**src/inc/mids_consts.vh**
```
`ifndef MIDS_CONSTS_VH
`define MIDS_CONSTS_VH
`define MIDS_INSN_W        16
`define MIDS_FMT_BIT       15
`define MIDS_SRC_MOD_LSB   0
`define MIDS_SRC_IDX_LSB   4
`define MIDS_DST_MOD_LSB   8
`define MIDS_DST_SUB_LSB   12
`define MIDS_DST_SUB_MSB   14
`define MIDS_SP_RESET      4'hf
`define MIDS_PC_RESET      16'h8000
`define MIDS_STACK_DEPTH   16
`define MIDS_SP_W          4
`define MIDS_PFX_W         2
`define MIDS_ACC_COUNT     16
`define MIDS_DP_COUNT      3
`define MIDS_PFX_MOD       4'hb
`define MIDS_DP_MOD        4'h3
`define MIDS_ACC_MOD       4'h8
`define MIDS_AP_MOD        4'h8
`define MIDS_STK_MOD       4'hd
`define MIDS_SUB_PUSH      3'h0
`define MIDS_SUB_POP       3'h1
`define MIDS_SUB_POP_INTERRUPT_VARIANT      3'h2
`define MIDS_SUB_CALL      3'h3
`define MIDS_SUB_RET       3'h4
`define MIDS_SUB_RETURN_FROM_INTERRUPT      3'h5
`endif

```
**src/rtl/mids_decode_stack.v**
```verilog
// Notes on behaviour
// - Only fixed 16-bit instruction words are decoded.
// - Bit 15 picks immediate or register source.
// - Bits 7:0 are source; low nibble module, high nibble index.
// - Bits 14:8 are destination; low four module, upper three subindex.
// - Upper 24 destinations need a prefix write costing one cycle.
// - Each instruction executes in one cycle except returns, which add a PC reload cycle.
// - Certain register moves trigger side effects like stack operations.
// - Three data pointers auto-increment or auto-decrement after access.
// - Sixteen accumulators; operations use the active accumulator.
// - Stack holds 16 entries of 16 bits.
// - Stack used by call, return, interrupts, push, pop variants.
// - Reset loads stack pointer with 0Fh.
// - Call, push, interrupt: increment pointer, then store.
// - Return, pops: read current entry, then decrement.
// - After reset the program counter starts at 8000h.
`timescale 1ns/100ps
`default_nettype none
`include "mids_consts.vh"
module mids_decode_stack #(
    parameter DP_STEP_W = 16
) (
    input  wire        ref_clk_in,
    input  wire        rst_in,
    input  wire [15:0] insn_in,
    input  wire        insn_valid_in,
    input  wire [15:0] src_data_in,
    input  wire        irq_take_in,
    input  wire [15:0] irq_vector_in,
    output reg  [15:0] pc_out,
    output reg         src_is_imm_out,
    output reg  [7:0]  src_imm_out,
    output reg  [3:0]  src_mod_out,
    output reg  [3:0]  src_idx_out,
    output reg  [3:0]  dst_mod_out,
    output reg  [4:0]  dst_idx_out,
    output reg         dst_wr_out,
    output reg  [15:0] move_data_out,
    output reg  [3:0]  stack_pointer_out,
    output reg  [15:0] stack_top_out,
    output reg  [3:0]  acc_sel_out,
    output reg  [15:0] dp0_out,
    output reg  [15:0] dp1_out,
    output reg  [15:0] dp2_out,
    output reg         irq_active_out
);
    localparam ST_RUN = 2'b01;
    localparam ST_RET = 2'b10;

    reg  [1:0]  state_q;
    reg  [1:0]  state_d;
    reg  [15:0] pc_q;
    reg  [3:0]  stack_pointer_q;
    reg  [1:0]  destination_prefix_register_q;
    reg         pfx_valid_q;
    reg         ret_irq_q;
    reg  [3:0]  acc_sel_q;
    reg  [15:0] dp_q [0:2];
    wire [15:0] stack_rd;

    // Field split of the single instruction word
    wire       fmt      = insn_in[`MIDS_FMT_BIT];
    wire [7:0] src_fld  = insn_in[7:0];
    wire [3:0] s_mod    = src_fld[3:0];
    wire [3:0] s_idx    = src_fld[7:4];
    wire [3:0] d_mod    = insn_in[11:8];
    wire [2:0] d_sub    = insn_in[14:12];
    wire [15:0] src_val = fmt ? src_data_in : {8'h00, src_fld};
    // Prefix bits widen the 3-bit subindex to reach the upper 24
    wire [4:0] d_idx    = pfx_valid_q ?
                          {destination_prefix_register_q, d_sub} :
                          {2'b00, d_sub};
    wire pfx_wr  = d_mod == `MIDS_PFX_MOD;
    wire stk_op  = d_mod == `MIDS_STK_MOD && !pfx_wr;
    wire run     = state_q == ST_RUN && insn_valid_in;
    wire do_push = run && stk_op &&
                   (d_sub == `MIDS_SUB_PUSH || d_sub == `MIDS_SUB_CALL);
    wire do_pop  = run && stk_op && (d_sub == `MIDS_SUB_POP ||
                   d_sub == `MIDS_SUB_POP_INTERRUPT_VARIANT || d_sub == `MIDS_SUB_RET ||
                   d_sub == `MIDS_SUB_RETURN_FROM_INTERRUPT);
    wire do_irq  = state_q == ST_RUN && irq_take_in;
    wire [3:0] sp_inc = stack_pointer_q + 4'h1;
    wire [3:0] sp_dec = stack_pointer_q - 4'h1;
    wire [15:0] pc_next = pc_q + 16'h0001;
    wire [15:0] push_val = do_irq ? pc_q :
                           (d_sub == `MIDS_SUB_CALL ? pc_next : src_val);
    wire        wr_stk  = do_irq || do_push;

    mids_stack_mem #(
        .DEPTH (`MIDS_STACK_DEPTH),
        .AW    (`MIDS_SP_W),
        .DW    (`MIDS_INSN_W)
    ) u_stack (
        .ref_clk_in  (ref_clk_in),
        .wr_en_in    (wr_stk),
        .wr_addr_in  (sp_inc),
        .wr_data_in  (push_val),
        .rd_addr_in  (wr_stk ? sp_inc : stack_pointer_q),
        .rd_data_out (stack_rd)
    );

    always @* begin
        state_d = state_q;
        case (state_q)
            ST_RUN: begin
                if (!do_irq && do_pop &&
                    (d_sub == `MIDS_SUB_RET || d_sub == `MIDS_SUB_RETURN_FROM_INTERRUPT)) begin
                    state_d = ST_RET;
                end
            end
            ST_RET:  state_d = ST_RUN;
            default: state_d = ST_RUN;
        endcase
    end

    integer i;
    always @(posedge ref_clk_in or posedge rst_in) begin
        if (rst_in) begin
            state_q                       <= ST_RUN;
            pc_q                          <= `MIDS_PC_RESET;
            stack_pointer_q               <= `MIDS_SP_RESET;
            destination_prefix_register_q <= 2'b00;
            pfx_valid_q                   <= 1'b0;
            ret_irq_q                     <= 1'b0;
            acc_sel_q                     <= 4'h0;
            for (i = 0; i < `MIDS_DP_COUNT; i = i + 1) begin
                dp_q[i] <= 16'h0000;
            end
            irq_active_out                <= 1'b0;
        end else begin
            state_q <= state_d;
            if (state_q == ST_RET) begin
                // Popped word available one cycle after the read
                pc_q <= stack_rd;
                if (ret_irq_q) begin
                    irq_active_out <= 1'b0;
                end
            end else if (do_irq) begin
                stack_pointer_q <= sp_inc;
                pc_q            <= irq_vector_in;
                irq_active_out  <= 1'b1;
            end else if (run) begin
                pc_q <= pc_next;
                // Prefix holds for exactly the next instruction
                pfx_valid_q <= pfx_wr;
                if (pfx_wr) begin
                    destination_prefix_register_q <= src_val[1:0];
                end
                if (do_push) begin
                    stack_pointer_q <= sp_inc;
                    if (d_sub == `MIDS_SUB_CALL) begin
                        pc_q <= src_val;
                    end
                end
                if (do_pop) begin
                    stack_pointer_q <= sp_dec;
                    ret_irq_q <= d_sub == `MIDS_SUB_RETURN_FROM_INTERRUPT;
                    if (d_sub == `MIDS_SUB_POP_INTERRUPT_VARIANT) begin
                        irq_active_out <= 1'b0;
                    end
                end
                if (d_mod == `MIDS_AP_MOD && d_sub == 3'h0) begin
                    acc_sel_q <= src_val[3:0];
                end
                for (i = 0; i < `MIDS_DP_COUNT; i = i + 1) begin
                    if (d_mod == `MIDS_DP_MOD && d_sub == i) begin
                        dp_q[i] <= src_val;
                    end else if (fmt && s_mod == `MIDS_DP_MOD &&
                                 s_idx[2:0] == i) begin
                        // Post-access step: index bit 3 selects decrement
                        dp_q[i] <= s_idx[3] ? dp_q[i] - 16'h0001
                                            : dp_q[i] + 16'h0001;
                    end
                end
            end
        end
    end

    always @(posedge ref_clk_in or posedge rst_in) begin
        if (rst_in) begin
            pc_out            <= `MIDS_PC_RESET;
            src_is_imm_out    <= 1'b0;
            src_imm_out       <= 8'h00;
            src_mod_out       <= 4'h0;
            src_idx_out       <= 4'h0;
            dst_mod_out       <= 4'h0;
            dst_idx_out       <= 5'h00;
            dst_wr_out        <= 1'b0;
            move_data_out     <= 16'h0000;
            stack_pointer_out <= `MIDS_SP_RESET;
            stack_top_out     <= 16'h0000;
            acc_sel_out       <= 4'h0;
            dp0_out           <= 16'h0000;
            dp1_out           <= 16'h0000;
            dp2_out           <= 16'h0000;
        end else begin
            pc_out            <= pc_q;
            src_is_imm_out    <= !fmt;
            src_imm_out       <= src_fld;
            src_mod_out       <= s_mod;
            src_idx_out       <= s_idx;
            dst_mod_out       <= d_mod;
            dst_idx_out       <= d_idx;
            // Side-effect moves do not reach the ordinary register file
            dst_wr_out        <= run && !do_irq && !pfx_wr && !stk_op;
            move_data_out     <= do_pop ? stack_rd : src_val;
            stack_pointer_out <= stack_pointer_q;
            stack_top_out     <= stack_rd;
            acc_sel_out       <= acc_sel_q;
            dp0_out           <= dp_q[0];
            dp1_out           <= dp_q[1];
            dp2_out           <= dp_q[2];
        end
    end
endmodule
`default_nettype wire

```
**src/rtl/mids_stack_mem.v**
```verilog
`timescale 1ns/100ps
`default_nettype none
module mids_stack_mem #(
    parameter DEPTH = 16,
    parameter AW    = 4,
    parameter DW    = 16
) (
    input  wire          ref_clk_in,
    input  wire          wr_en_in,
    input  wire [AW-1:0] wr_addr_in,
    input  wire [DW-1:0] wr_data_in,
    input  wire [AW-1:0] rd_addr_in,
    output reg  [DW-1:0] rd_data_out
);
    reg [DW-1:0] mem [0:DEPTH-1];

    // Registered read; write-through so a same-cycle write is seen
    always @(posedge ref_clk_in) begin
        if (wr_en_in) begin
            mem[wr_addr_in] <= wr_data_in;
        end
        if (wr_en_in && wr_addr_in == rd_addr_in) begin
            rd_data_out <= wr_data_in;
        end else begin
            rd_data_out <= mem[rd_addr_in];
        end
    end
endmodule
`default_nettype wire

```
**config.mk**
```make
export PLATFORM = sky130hd
export DESIGN_NAME = mids_decode_stack
export DESIGN_NICKNAME = d
export VERILOG_FILES = /design/src/rtl/mids_decode_stack.v /design/src/rtl/mids_stack_mem.v
export VERILOG_INCLUDE_DIRS = /design/src /design/src/inc
export SDC_FILE = /design/constraint.sdc
export NUM_CORES = 1
export LEC_CHECK = 0
export BUFFER_PORTS_ARGS = -buffer_cell sky130_fd_sc_hd__buf_2
export CAP_MARGIN = 20
export CELL_PAD_IN_SITES_DETAIL_PLACEMENT = 1
export CELL_PAD_IN_SITES_GLOBAL_PLACEMENT = 1
export CORE_MARGIN = 3
export CORE_UTILIZATION = 43
export CTS_BUF_LIST = sky130_fd_sc_hd__clkbuf_16
export DETAILED_ROUTE_END_ITERATION = 7
export MAX_ROUTING_LAYER = met4
export PLACE_DENSITY = 0.85
export SKIP_CTS_REPAIR_TIMING = 1
export SYNTH_ARGS = -nofsm -noshare
export SYNTH_HDL_FRONTEND = slang
export SYNTH_SLANG_ARGS = --single-unit
```
**constraint.sdc**
```tcl
create_clock -name ref_clk_in -period 6 [get_ports ref_clk_in]
set_input_delay 0.3 -clock ref_clk_in [delete_from_list [all_inputs] [get_ports ref_clk_in]]
set_output_delay 0.3 -clock ref_clk_in [all_outputs]
set_load 0.05 [all_outputs]
```
[After elaboration in Yosys (flattened, before gate mapping)]
Memory sizes are Yosys's and may differ from the RTL's. A register that Yosys moved wholly into a read port is not among the register bits.
Cells that the tools add are included.
Storage, ports and cells
  RAM bits: 256
  logic and storage cells: 136
  output and inout port bits: 132
  register bits: 210
  memories: 1
  input bits: 52
Memory list
  u_stack.mem: depth 16, width 16, read ports 1, clocked after memory_dff 1, write ports 1, RTL line mids_stack_mem.v:15  | reg [DW-1:0] mem [0:DEPTH-1];
Operators by class
  mux-type cells: 34
  reduce and logical (&&, ||, !) cells: 48
  add/subtract/negate cells: 9
  bitwise operators: 2
  eq/ne operators: 16
Operator list (count)
  $mux W16: 18
  $add A16 B1 Y16 const B: 4
  $sub A16 B1 Y16 const B: 3
  $reduce_and A4 Y1: 7
  $mux W4: 5
  $logic_and A1 B1 Y1: 19
  $eq A4 B4 Y1 const B: 3
  $reduce_bool A3 Y1: 4
  $eq A3 B2 Y1 const B: 3
  $eq A4 B2 Y1 const B: 2
  $mux W1: 8
  $reduce_bool A2 Y1: 4
  $eq A3 B1 Y1 const B: 2
  $eq A3 B3 Y1 const B: 2
  $logic_not A3 Y1: 2
  $logic_or A1 B1 Y1: 6
  $reduce_and A3 Y1: 2
  $mux W5: 1
  $add A4 B1 Y4 const B: 1
  $logic_not A1 Y1: 4
  $mux W2: 2
  $sub A4 B1 Y4 const B: 1
  $eq A2 B1 Y1 const B: 1
  $eq A2 B2 Y1 const B: 1
  3 further kinds: 4

[Logic depth before layout (Yosys ltp)]
Gate-level depths: netlist (run 1).
  depth in word-level cells: 9
  gate-level depth with buffers: 9
  mapped depth without buffers: 8

[Cells and area by module]
From an unflattened synthesis (run 1), not the netlist that was laid out.
Unflattened totals
  cell total of the unflattened synthesis: 1478
  area, all modules: 19952.9 µm²
By module, submodules not included
  mids_decode_stack: sequential area each 5068.6 µm², area each 10151.0 µm², cells each 1058, times used 1
  mids_stack_mem: sequential area each 7767.4 µm², area each 9801.9 µm², cells each 420, times used 1

[Worst setup path after synthesis (run 1)]
Ideal clock, no wire load.
  kind: flip-flop to flip-flop
  from: reg state_q[0]
  to: mem u_stack.mem[11][0], enable pin
  setup time: 388 ps
  buffers on the path: 1
  arrival time: 2167 ps
  slack: 3445 ps
  cell stages (with the launch flop): 8
  data required time: 5612 ps
  clock period less this slack: 2555 ps
  path through: dfstp_2 -> nand3b_1 -> nor2_1 -> o21ai_0 -> nand2_1 -> buf_2 -> nand2_1 -> nor2_1
Between the ends
  cells in the longest elaborated chain, start to end: 7
  elaborated cells on any way between the ends: 8
  classes of those cells: eq/ne (1); mux (2); reduce/logical (5)
RTL lines
  start, declared: RTL line mids_decode_stack.v:50  | reg [1:0] state_q;
  start signal, assigned: RTL line mids_decode_stack.v:131  | state_q <= state_d;
  $eq A2 B1 Y1 *: RTL line mids_decode_stack.v:75, mids_decode_stack.v:81
  $logic_and A1 B1 Y1: RTL line mids_decode_stack.v:75  | wire run = state_q == ST_RUN && insn_valid_in;
  $logic_and A1 B1 Y1 (2 in a row): RTL line mids_decode_stack.v:76  | wire do_push = run && stk_op &&
  $logic_or A1 B1 Y1 *: RTL line mids_decode_stack.v:87  | wire wr_stk = do_irq || do_push;
  $mux W1 *: RTL line mids_stack_mem.v:19  | if (wr_en_in) begin
  $mux W1 (implied by the code) *: RTL line mids_stack_mem.v:20  | mem[wr_addr_in] <= wr_data_in;
  end, declared: RTL line mids_stack_mem.v:15
Every way passes the cells marked *; elsewhere a longest branch is shown, timed or not.

[Worst setup path after layout (run 1)]
  from: in insn_in[9]
  to: reg stack_pointer_q[3]
Between the ends
  cells in the longest elaborated chain, start to end: 8
  elaborated cells on any way between the ends: 12
  classes of those cells: eq/ne (2); mux (3); reduce/logical (7)
RTL lines
  start, declared: RTL line mids_decode_stack.v:25  | input wire [15:0] insn_in,
  $eq A4 B4 Y1 (no source line)
  $logic_not A1 Y1: RTL line mids_decode_stack.v:74  | wire stk_op = d_mod == `MIDS_STK_MOD && !pfx_wr;
  $logic_and A1 B1 Y1 *: RTL line mids_decode_stack.v:74
  $logic_and A1 B1 Y1 *: RTL line mids_decode_stack.v:76, mids_decode_stack.v:78
  $logic_and A1 B1 Y1: RTL line mids_decode_stack.v:78  | wire do_pop = run && stk_op && (d_sub == `MIDS_SUB_POP ||
  $mux W4: RTL line mids_decode_stack.v:155  | if (do_pop) begin
  $mux W4: RTL line mids_decode_stack.v:142  | end else if (run) begin
  $mux W4: RTL line mids_decode_stack.v:138  | end else if (do_irq) begin
  end signal, assigned: RTL line mids_decode_stack.v:139  | stack_pointer_q <= sp_inc;
  end signal, assigned: RTL line mids_decode_stack.v:150  | stack_pointer_q <= sp_inc;
  end signal, assigned: RTL line mids_decode_stack.v:156  | stack_pointer_q <= sp_dec;
  end, declared: RTL line mids_decode_stack.v:53  | reg [3:0] stack_pointer_q;
Every way passes the cells marked *; elsewhere a longest branch is shown, timed or not. The select of a mux whose other input is x is not followed.
A chain may end at the register's enable or synchronous reset.

==> run summary, run 1 <==
The flow ran to the end, and the final reports show no timing, DRC or antenna violations. The count of cell instances traversed by the critical path came out at 9. The area growth from synthesis to layout is 16.1%.

The detailed placement HPWL came out at 43.1 mm. The CTS tree is yes. The initial core utilization came out at 44.1%. The leakage power figure is 9.54 nW. Ranked by total cell area, the synthesized netlist is headed by edfxtp_1 (38%), dfrtp_1 (24%), mux4_2 (6.2%). The number of antenna violations at the first check in global routing is 1.

The first global-routing pass estimated 94.7 mm of wire. The part of the power in the clock network is 28.4%. The number of primary I/O pins is 184. The number of buffers and inverters on the critical path is 2.

The slowest library cell on the worst path is nand3_1. The cell at the root of the clock tree is clkbuf_16. The fmax came out at 316 MHz. The average wire per cell in the routed design came out at 27.4 um. For this run, asynchronously set or reset flops after synthesis account for 43.7%. After floorplanning, the core was sized to cover 46000 um^2.

The DRC marker count from the first detailed-route iteration came out at 1499. The filler cell count in the final layout is 4621. The die covers 49800 um^2. The number of clock sinks seen by CTS came out at 462. The switching power came out at 3.57 mW.

The DRC violations left is 0. In the synthesized netlist, the cells that appear most often are edfxtp_1 (256), dfrtp_1 (191), a21oi_1 (143). The setup path with the least slack is of type input port to flop. The element type at the critical path end is a flop. Subtracting the final worst setup slack from the clock period gives 3.16 ns. The slew at the pin closest to its max-slew limit came out at 1.01 ns. The hold violation total from the final report is 0. The number of nets in the synthesized netlist came out at 1576. After routing, the total negative slack on setup checks comes to 0 ns. The number of distinct library cells after synthesis is 65. The fraction of power spent switching nets came out at 35.4%.

The clock latency at the later pin of the worst-skew pair is 0.61 ns. The detail route stage leaves a number of antenna-violating nets equal to 0. The worst setup path is launched from an input port.

The placed standard-cell area came out at 21900 um^2. Summed over all layers, the global routing overflow is 0. The number of nets in the final layout is 1798. The cell repeated most along the worst path is nor2_1. The share of post-route cells with drive strength above 1 came out at 22.6%.

Setup violations remaining at the end of the flow were counted as 0. The synthesized netlist cell count came out at 1472. The worst hold path stage count is 3.

The floorplan has 78 rows. The overall fraction of global-route tracks in use is 25.9%. For this block, the routed nets add up to 64.0 mm of wire.

The maximum fanout count along the critical path is 18. The endpoint arrival time on the critical path is 3.63 ns. The global placement routability congestion is 0.926. 0 antenna diodes ended up in the layout. The synthesized design contains 256 enable-type register cells. The delay contributed by the slowest stage of the critical path came out at 0.76 ns. Traced cell by cell, the critical path runs through dlygate4sd3_1, buf_2, nand4b_1, nor2_1, nand3_1, nor2_1, o31ai_1, a21oi_1, a221oi_1.

In this run the tool buffered the top-level ports with 183 buffer cells. The sequential cell area fraction in the yosys report is 63.3%. The required arrival time at the worst endpoint is 6.47 ns.

After routing the design area is 23500 um^2. The count of final max-slew check failures is 0. The maximum buffer depth of the clock tree is 3. The pin count of the biggest net entering global routing came out at 131. The synthesized netlist occupies a cell area of 20300 um^2.

The average size of a mapped cell came out at 13.8 um^2. In this design, the largest share of critical-path delay is due to simple AND/OR/NAND/NOR gates. The average via count per standard cell is 6.09. The die width is 223 um. Summed over all instances, the cell type with the most area after synthesis is edfxtp_1. The die is 223 um tall. The clock-pin slew on the worst setup and hold paths is 0.06 ns.

The total iterations of the first detailed-routing run came out at 5. The number of global-route vias before repair is 14.8k. During synthesis, Yosys emitted a total of 0 warnings. The min-delay analysis places its worst path in the category input port to flop. The cell depth of the worst flop-to-flop path is 4.

Among all flip-flop cells after synthesis, the most frequent one is edfxtp_1. The internal portion of the total power is 6.51 mW. The worst pin sits at a relative slew slack of 32.5%. The worst-case IR drop observed on VDD is 255 uV. The register bit count reported by yosys is 462.

The power per cell area is 428 nW/um^2. The number of maximum-capacitance violations is 0. The number of levels the H-tree was split into is 2.

Setup repair after global routing left no endpoint under its margin. The portion of total power attributed to combinational logic came out at 29.6%. Of the available clock period, the critical path in the final layout requires 52.7%.

The share of power burned in registers is 42.1%. Between clock sinks in the finished design, the worst skew comes to 0.0221 ns. The fraction of synthesized cell area taken by the top area cell type is 37.9%.

The via count came out at 14.2k. The number of buffers added by the clock tree synthesis step came out at 48. Yosys instantiated no cell more often than edfxtp_1.
-- stage by stage --
stage / setup WS (ns) / utilization, % / std cells / hold slack [ns] / total power [mW]
floorplan: 0.207 / - / 1472 / 0.331 / 6.22
global placement: 2.73 / 47.5 / 2226 / 0.366 / 7.08
detailed placement: 2.65 / 47.6 / 2227 / 0.368 / 7.23
CTS: 2.84 / 50.8 / 2315 / -0.192 / 10.1
global route: 2.68 / 51.2 / 2332 / 0.00252 / 10.4
finish: 2.84 / 51.2 / 2332 / 0.00571 / 10.1
-- worst paths after layout --
path	from	end	slack [ns]
worst max-delay path	insn_in[9]	stack_pointer_q[3]	2.84
worst max register to register	flop	pc_q[15]	2.85
max in group asynchronous	rst_in	dp1_out[6]	4.00
min in group asynchronous	rst_in	stack_top_out[12]	0.43
worst min-delay path	irq_vector_in[5]	pc_q[5]	0.006
worst min register to register	acc_sel_q[3]	acc_sel_out[3]	0.38
-- power by group through the flow --
stage	clock network, mW	logic, mW	registers (mW)
2_1_floorplan	0	1.68	4.55
5_1_grt	3.04	3.11	4.28
3_5_place_dp	0	2.93	4.29
6_report	2.86	2.98	4.24
4_1_cts	2.91	2.97	4.24
3_3_place_gp	0	2.83	4.25
-- sequential cells by signal, indices dropped and copies added, names as in the netlist, 16 cells and up, named ones only --
signal         count
u_stack.mem      256
dp_q              48
dp0_out           16
dp1_out           16
dp2_out           16
move_data_out     16
pc_out            16
pc_q              16
stack_top_out     16
-- cell type report --
type	instances	area, um^2	share of cell area, %
Clock inverter	40	305	1.30
Tap cell	600	751	3.19
Multi-Input combinational cell	911	6890	29.3
Inverter	21	86.3	0.367
Timing Repair Buffer	250	1460	6.20
Sequential cell	462	12800	54.6
Clock buffer	48	1200	5.10
-- cell usage in the layout, fill, tap and decap left out, types with 8 or more instances in the layout --
| cell type | count |
|---|---|
| mux4_2 | 56 |
| mux4_1 | 24 |
| clkinv_1 | 10 |
| dlygate4sd3_1 | 16 |
| clkbuf_16 | 48 |
| edfxtp_1 | 256 |
| dfrtp_1 | 191 |
| and3_1 | 10 |
| a211oi_1 | 15 |
| o21ai_0 | 97 |
| nor2_1 | 113 |
| ha_1 | 49 |
| xor2_1 | 15 |
| dfstp_2 | 11 |
| a21oi_1 | 142 |
| buf_2 | 183 |
| nand4_1 | 8 |
| xnor2_1 | 44 |
| nand3_1 | 27 |
| clkinv_2 | 8 |
| nand2_1 | 122 |
| o211ai_1 | 8 |
| inv_1 | 30 |
| and2_1 | 9 |
| a31oi_1 | 15 |
| nor3_1 | 22 |
| mux2i_1 | 10 |
| o22ai_1 | 12 |
| buf_4 | 51 |
| o21a_1 | 9 |
| a21o_1 | 23 |
-- worst reg2reg max path, cell delays in order (launching register included) --
cell     delay [ns]
dfxtp_4        0.80
buf_4          0.62
mux4_1         0.78
mux4_2         0.59
a221o_1        0.32
-- metal layers --
metal	routed length [um]	share of wire, %	global-route usage [%]
met5	0	0	-
met3	5160	8.1	4.97
met1	24300	38	31.7
met4	2270	3.5	8.57
met2	32300	50	43.6
-- logic make-up after synthesis --
group / synth area share, %
AO/OA/AOI/OAI: 10.5
XOR/XNOR: 2.55
adder cells (fa/ha/maj): 3.32
buffers and inverters: 2.77
flip-flops: 63.3
multiplexers: 10.1
AND/OR/NAND/NOR: 7.40
(Power assumes the default switching activity.)
==> run 2: changes to the inputs <==
--- a/config.mk
+++ b/config.mk
@@ -6,6 +6,7 @@
 export SDC_FILE = /design/constraint.sdc
 export NUM_CORES = 1
 export LEC_CHECK = 0
+export ABC_AREA = 1
 export BUFFER_PORTS_ARGS = -buffer_cell sky130_fd_sc_hd__buf_2
 export CAP_MARGIN = 20
 export CELL_PAD_IN_SITES_DETAIL_PLACEMENT = 1
@@ -15,7 +16,7 @@
 export CTS_BUF_LIST = sky130_fd_sc_hd__clkbuf_16
 export DETAILED_ROUTE_END_ITERATION = 7
 export MAX_ROUTING_LAYER = met4
-export PLACE_DENSITY = 0.85
+export PLACE_DENSITY = 0.86
 export SKIP_CTS_REPAIR_TIMING = 1
 export SYNTH_ARGS = -nofsm -noshare
 export SYNTH_HDL_FRONTEND = slang
==> constraint.sdc (replaced) <==
create_clock -name ref_clk_in -period 3.2 [get_ports ref_clk_in]
set_input_delay 0.16 -clock ref_clk_in [delete_from_list [all_inputs] [get_ports ref_clk_in]]
set_output_delay 0.16 -clock ref_clk_in [all_outputs]
set_load 0.05 [all_outputs]
==> run 2 against run 1 <==
Against the previous run: the run now ends with hold timing left; core utilization hardly changed; sequential cell count unchanged; critical path depth is 2 lower; first-iteration DRC count fell by 8.1%; register-to-register slack worse by 2.2 ns; routed wire length grew 12%; sequential power up 80%; non-clock buffer count rose by 14; sequential share of layout area down 3.7 points; synthesized cell count is 60% higher; critical path type is now flop to flop; largest power group unchanged.
==> run summary, run 2 <==
The largest registers in the layout are u_stack.mem x256, dp_q x48. The maximum buffer depth of the clock tree is 3 (unchanged). The number of primary I/O pins came out at 184 (unchanged).

The fmax is 391 MHz. The total negative setup slack is 0 ns (unchanged). The endpoint arrival time on the critical path was 2.86 ns (-0.77 ns). The area occupied by multi-input gates came out at 7380 um^2 (+7.1%). The clock latency at the later pin of the worst-skew pair came to 0.62 ns (about the same). The initial core utilization came out at 44.0% (-0.13 points). The overall fraction of global-route tracks in use was 27.3% (+1.3 points). In the layout the commonest cells are nand2_1 (669), nand3_1 (257), edfxtp_1 (256). The number of levels the H-tree was split into is 2 (unchanged).

The hold violation total from the final report came out at 3 (+3). The required arrival time at the worst endpoint is 3.50 ns (-2.97 ns). TritonCTS built the clock tree. The class of the worst hold path is input port to flop.

The share of the cycle needed by the critical path after routing came out at 79.9%. The detailed placement HPWL came out at 48.4 mm (+12%). The cell sitting at the root of the clock tree is a clkbuf_16. The worst setup path is of the flop to flop kind.

The share of post-route cells with drive strength above 1 was 14.2% (-8.4 points). The DRC marker count from the first detailed-route iteration came to 1378 (-8.1%). The count of synthesis-stage warnings from yosys is 0 (unchanged). The leftover overflow at the end of global routing came out at 0 (unchanged).

The count of final max-slew check failures came out at 0 (unchanged). The commonest non-fill, non-tap cell in the layout is nand2_1. The number of nets in the final layout came to 2670 (+48%).

The maximum fanout count along the critical path was 11 (-7). STA classifies the critical path startpoint as a flop. The die height came out at 231 um (+3.4%). The DRC violations left came out at 0 (unchanged).

The number of global-route vias before repair is 19.1k (+29%). The post-synthesis instance area came to 21700 um^2 (+7.1%). The global placement routability congestion is 0.887 (-4.2%). The sequential cell area fraction in the yosys report came to 59.1% (-4.2 points). The total iterations of the first detailed-routing run is 7 (+2). The average size of a mapped cell was 9.23 um^2 (-33%). The non-filler instance count after layout came out at 3275 (+40%). The average wire per cell in the routed design came out at 21.9 um (-20%). The via count is 18.0k (+27%).

Relative to the synthesized area, the layout overhead comes to 16.4%. The pin count of the biggest net entering global routing came out at 176 (+34%). The flip-flop and latch area came to 12800 um^2 (about the same). The minimum clock period is 2.56 ns.

The flow ran to the end, but the final reports show violations. The number of antenna violations at the first check in global routing came to 4 (+3). The antenna violation net count after detailed routing was 0 (unchanged). The dominant cell by count in the synthesized netlist is nand2_1.

The clock-pin slew on the worst setup and hold paths is 0.07 ns (about the same). Among all flip-flop cells after synthesis, the most frequent one is edfxtp_1. The largest clock skew in the final design is 0.0322 ns (+0.0101 ns).

Ranked by total cell area, the synthesized netlist is headed by edfxtp_1 (35%), dfrtp_1 (22%), nand2_1 (12%). The number of clock sinks seen by CTS came out at 462 (unchanged). Ranked by instance count, the synthesized netlist is headed by nand2_1 (669), nand3_1 (257), edfxtp_1 (256). The number of port buffers came out at 183 (unchanged).

The number of distinct library cells after synthesis came to 45 (-31%). The average via count per standard cell is 5.50 (-9.7%). The final count of negative-setup-slack endpoints is 0 (unchanged). The power per cell area came out at 780 nW/um^2 (+82%).

The synthesized netlist cell count is 2351 (+60%). The die width came out at 231 um (+3.4%). The core region area is 49400 um^2 (+7.4%). The largest total area in the synthesized netlist belongs to edfxtp_1.

The fraction of synthesized cell area taken by the top area cell type came to 35.4% (-2.5 points). The total wire length came out at 71.8 mm (+12%). The leakage power figure came out at 11.9 nW (+25%). The filler cell count in the final layout came to 5705 (+23%). The checks that failed: hold timing. The register bit count reported by yosys came out at 462 (unchanged). The row count is 81 (+3.8%).

The slew at the pin closest to its max-slew limit was 0.987 ns (-0.0241 ns). The global-route wire length before repair is 110 mm (+16%). The number of nets in the synthesized netlist is 2455 (+56%). The share of synthesized registers carrying an async set or reset is 43.7% (unchanged). The number of maximum-capacitance violations is 0 (unchanged).

The cell count after placement is 3158 (+42%). The final hold slack is -0.0172 ns (-0.0229 ns). The maximum VDD drop came out at 439 uV (+72%). STA classifies the critical path endpoint as a flop. The number of buffers added by the clock tree synthesis step came out at 49 (+2.1%). The largest register by flop count is u_stack.mem.

The number of enable flip-flop cells after synthesis is 256 (unchanged). The worst slew margin relative to its limit came out at 34.0% (+1.5 points). The area of the die is 53200 um^2 (+6.9%). The flip-flop count of the largest register after layout came out at 256 (unchanged).

Setup repair after global routing left no endpoint under its margin.
==> run 2: changes by cell type in the layout (fill, tap and decap cells not counted), sizes merged, moves of 11 or more <==
cell / before / now
nand2: 122 / 672
a21o: 23 / 0
nor2: 115 / 205
o211ai: 8 / 46
mux2i: 12 / 1
o22ai: 12 / 1
mux4: 80 / 0
a21oi: 143 / 69
inv: 34 / 261
a211oi: 15 / 0
o21ai: 105 / 147
nand3: 27 / 258
xnor2: 44 / 6
==> run 2: logic make-up (layout without fill, tap and decap cells) <==
group	count (synthesis)	in the layout	share of synthesized area, %
buffers and inverters	349	605	6.86
muxes	1	1	0.0461
xor gates and xnor gates	16	16	0.646
AOI/OAI and AO/OA	285	285	7.39
and+or+nand+nor	1186	1186	22.8
DFF	462	462	59.1
adders and majority gates	52	52	3.10
other	0	4	0
==> run 2: final timing paths <==
kind,start,endpoint,slack [ns],cells past startpoint
min in group asynchronous,rst_in,pc_out[5],0.25,4
setup / recovery,state_q[0],u_stack.mem[14][9],0.64,7
max in group asynchronous,rst_in,pc_out[0],2.21,4
hold / removal,irq_vector_in[12],pc_q[12],-0.02,7
hold reg to reg,pc_q[15],pc_out[15],0.38,0
setup reg to reg,state_q[0],u_stack.mem[14][9],0.64,7
==> run 2: metal layers <==
layer | wire length (um) | share of wire, % | track usage (%)
met1 | 29700 | 41 | 34.2
met2 | 35400 | 49 | 45.2
met3 | 4180 | 5.8 | 4.62
met4 | 2590 | 3.6 | 9.10
met5 | 0 | 0 | -
==> run 2: per-stage QoR <==
| stage | cell area (um^2) | utilization, % | power, mW | worst slack (ns) | hold WS, ns |
|---|---|---|---|---|---|
| floorplan | 21700 | - | 11.8 | 0.433 | 0.191 |
| global placement | 23400 | 47.4 | 13.6 | 0.800 | 0.285 |
| detailed placement | 23400 | 47.4 | 13.9 | 0.701 | 0.298 |
| CTS | 25000 | 50.7 | 19.7 | 0.657 | -0.344 |
| global route | 25300 | 51.2 | 20.6 | 0.449 | 0.00157 |
| finish | 25300 | 51.2 | 19.7 | 0.642 | -0.0172 |
==> run 2: final cells by class <==
class / instances / area share [%]
diodes: 4 / 0.0396
clock buffers: 52 / 5.15
clock inverters: 40 / 1.26
inverters: 249 / 3.71
multi-input cells: 1540 / 29.2
flip-flops and latches: 462 / 50.8
well taps: 664 / 3.29
repair buffers: 264 / 6.51
==> run 2: critical path: stages, from the launching register on <==
cell and delay (ns):
dfstp_2 0.55, nand3_1 0.18, nor2_4 0.17, o21ai_1 0.10, nand2_1 0.31, nand2_1 0.19, nor2_1 0.43, buf_4 0.30
==> run 2: power by group <==
part,switching (mW),leakage [nW],total [mW],internal (mW)
Clock,2.54,0.836,5.75,3.21
Combinational,4.74,6.12,6.33,1.60
Sequential,0.405,4.93,7.62,7.21
Total,7.68,11.9,19.7,12.0
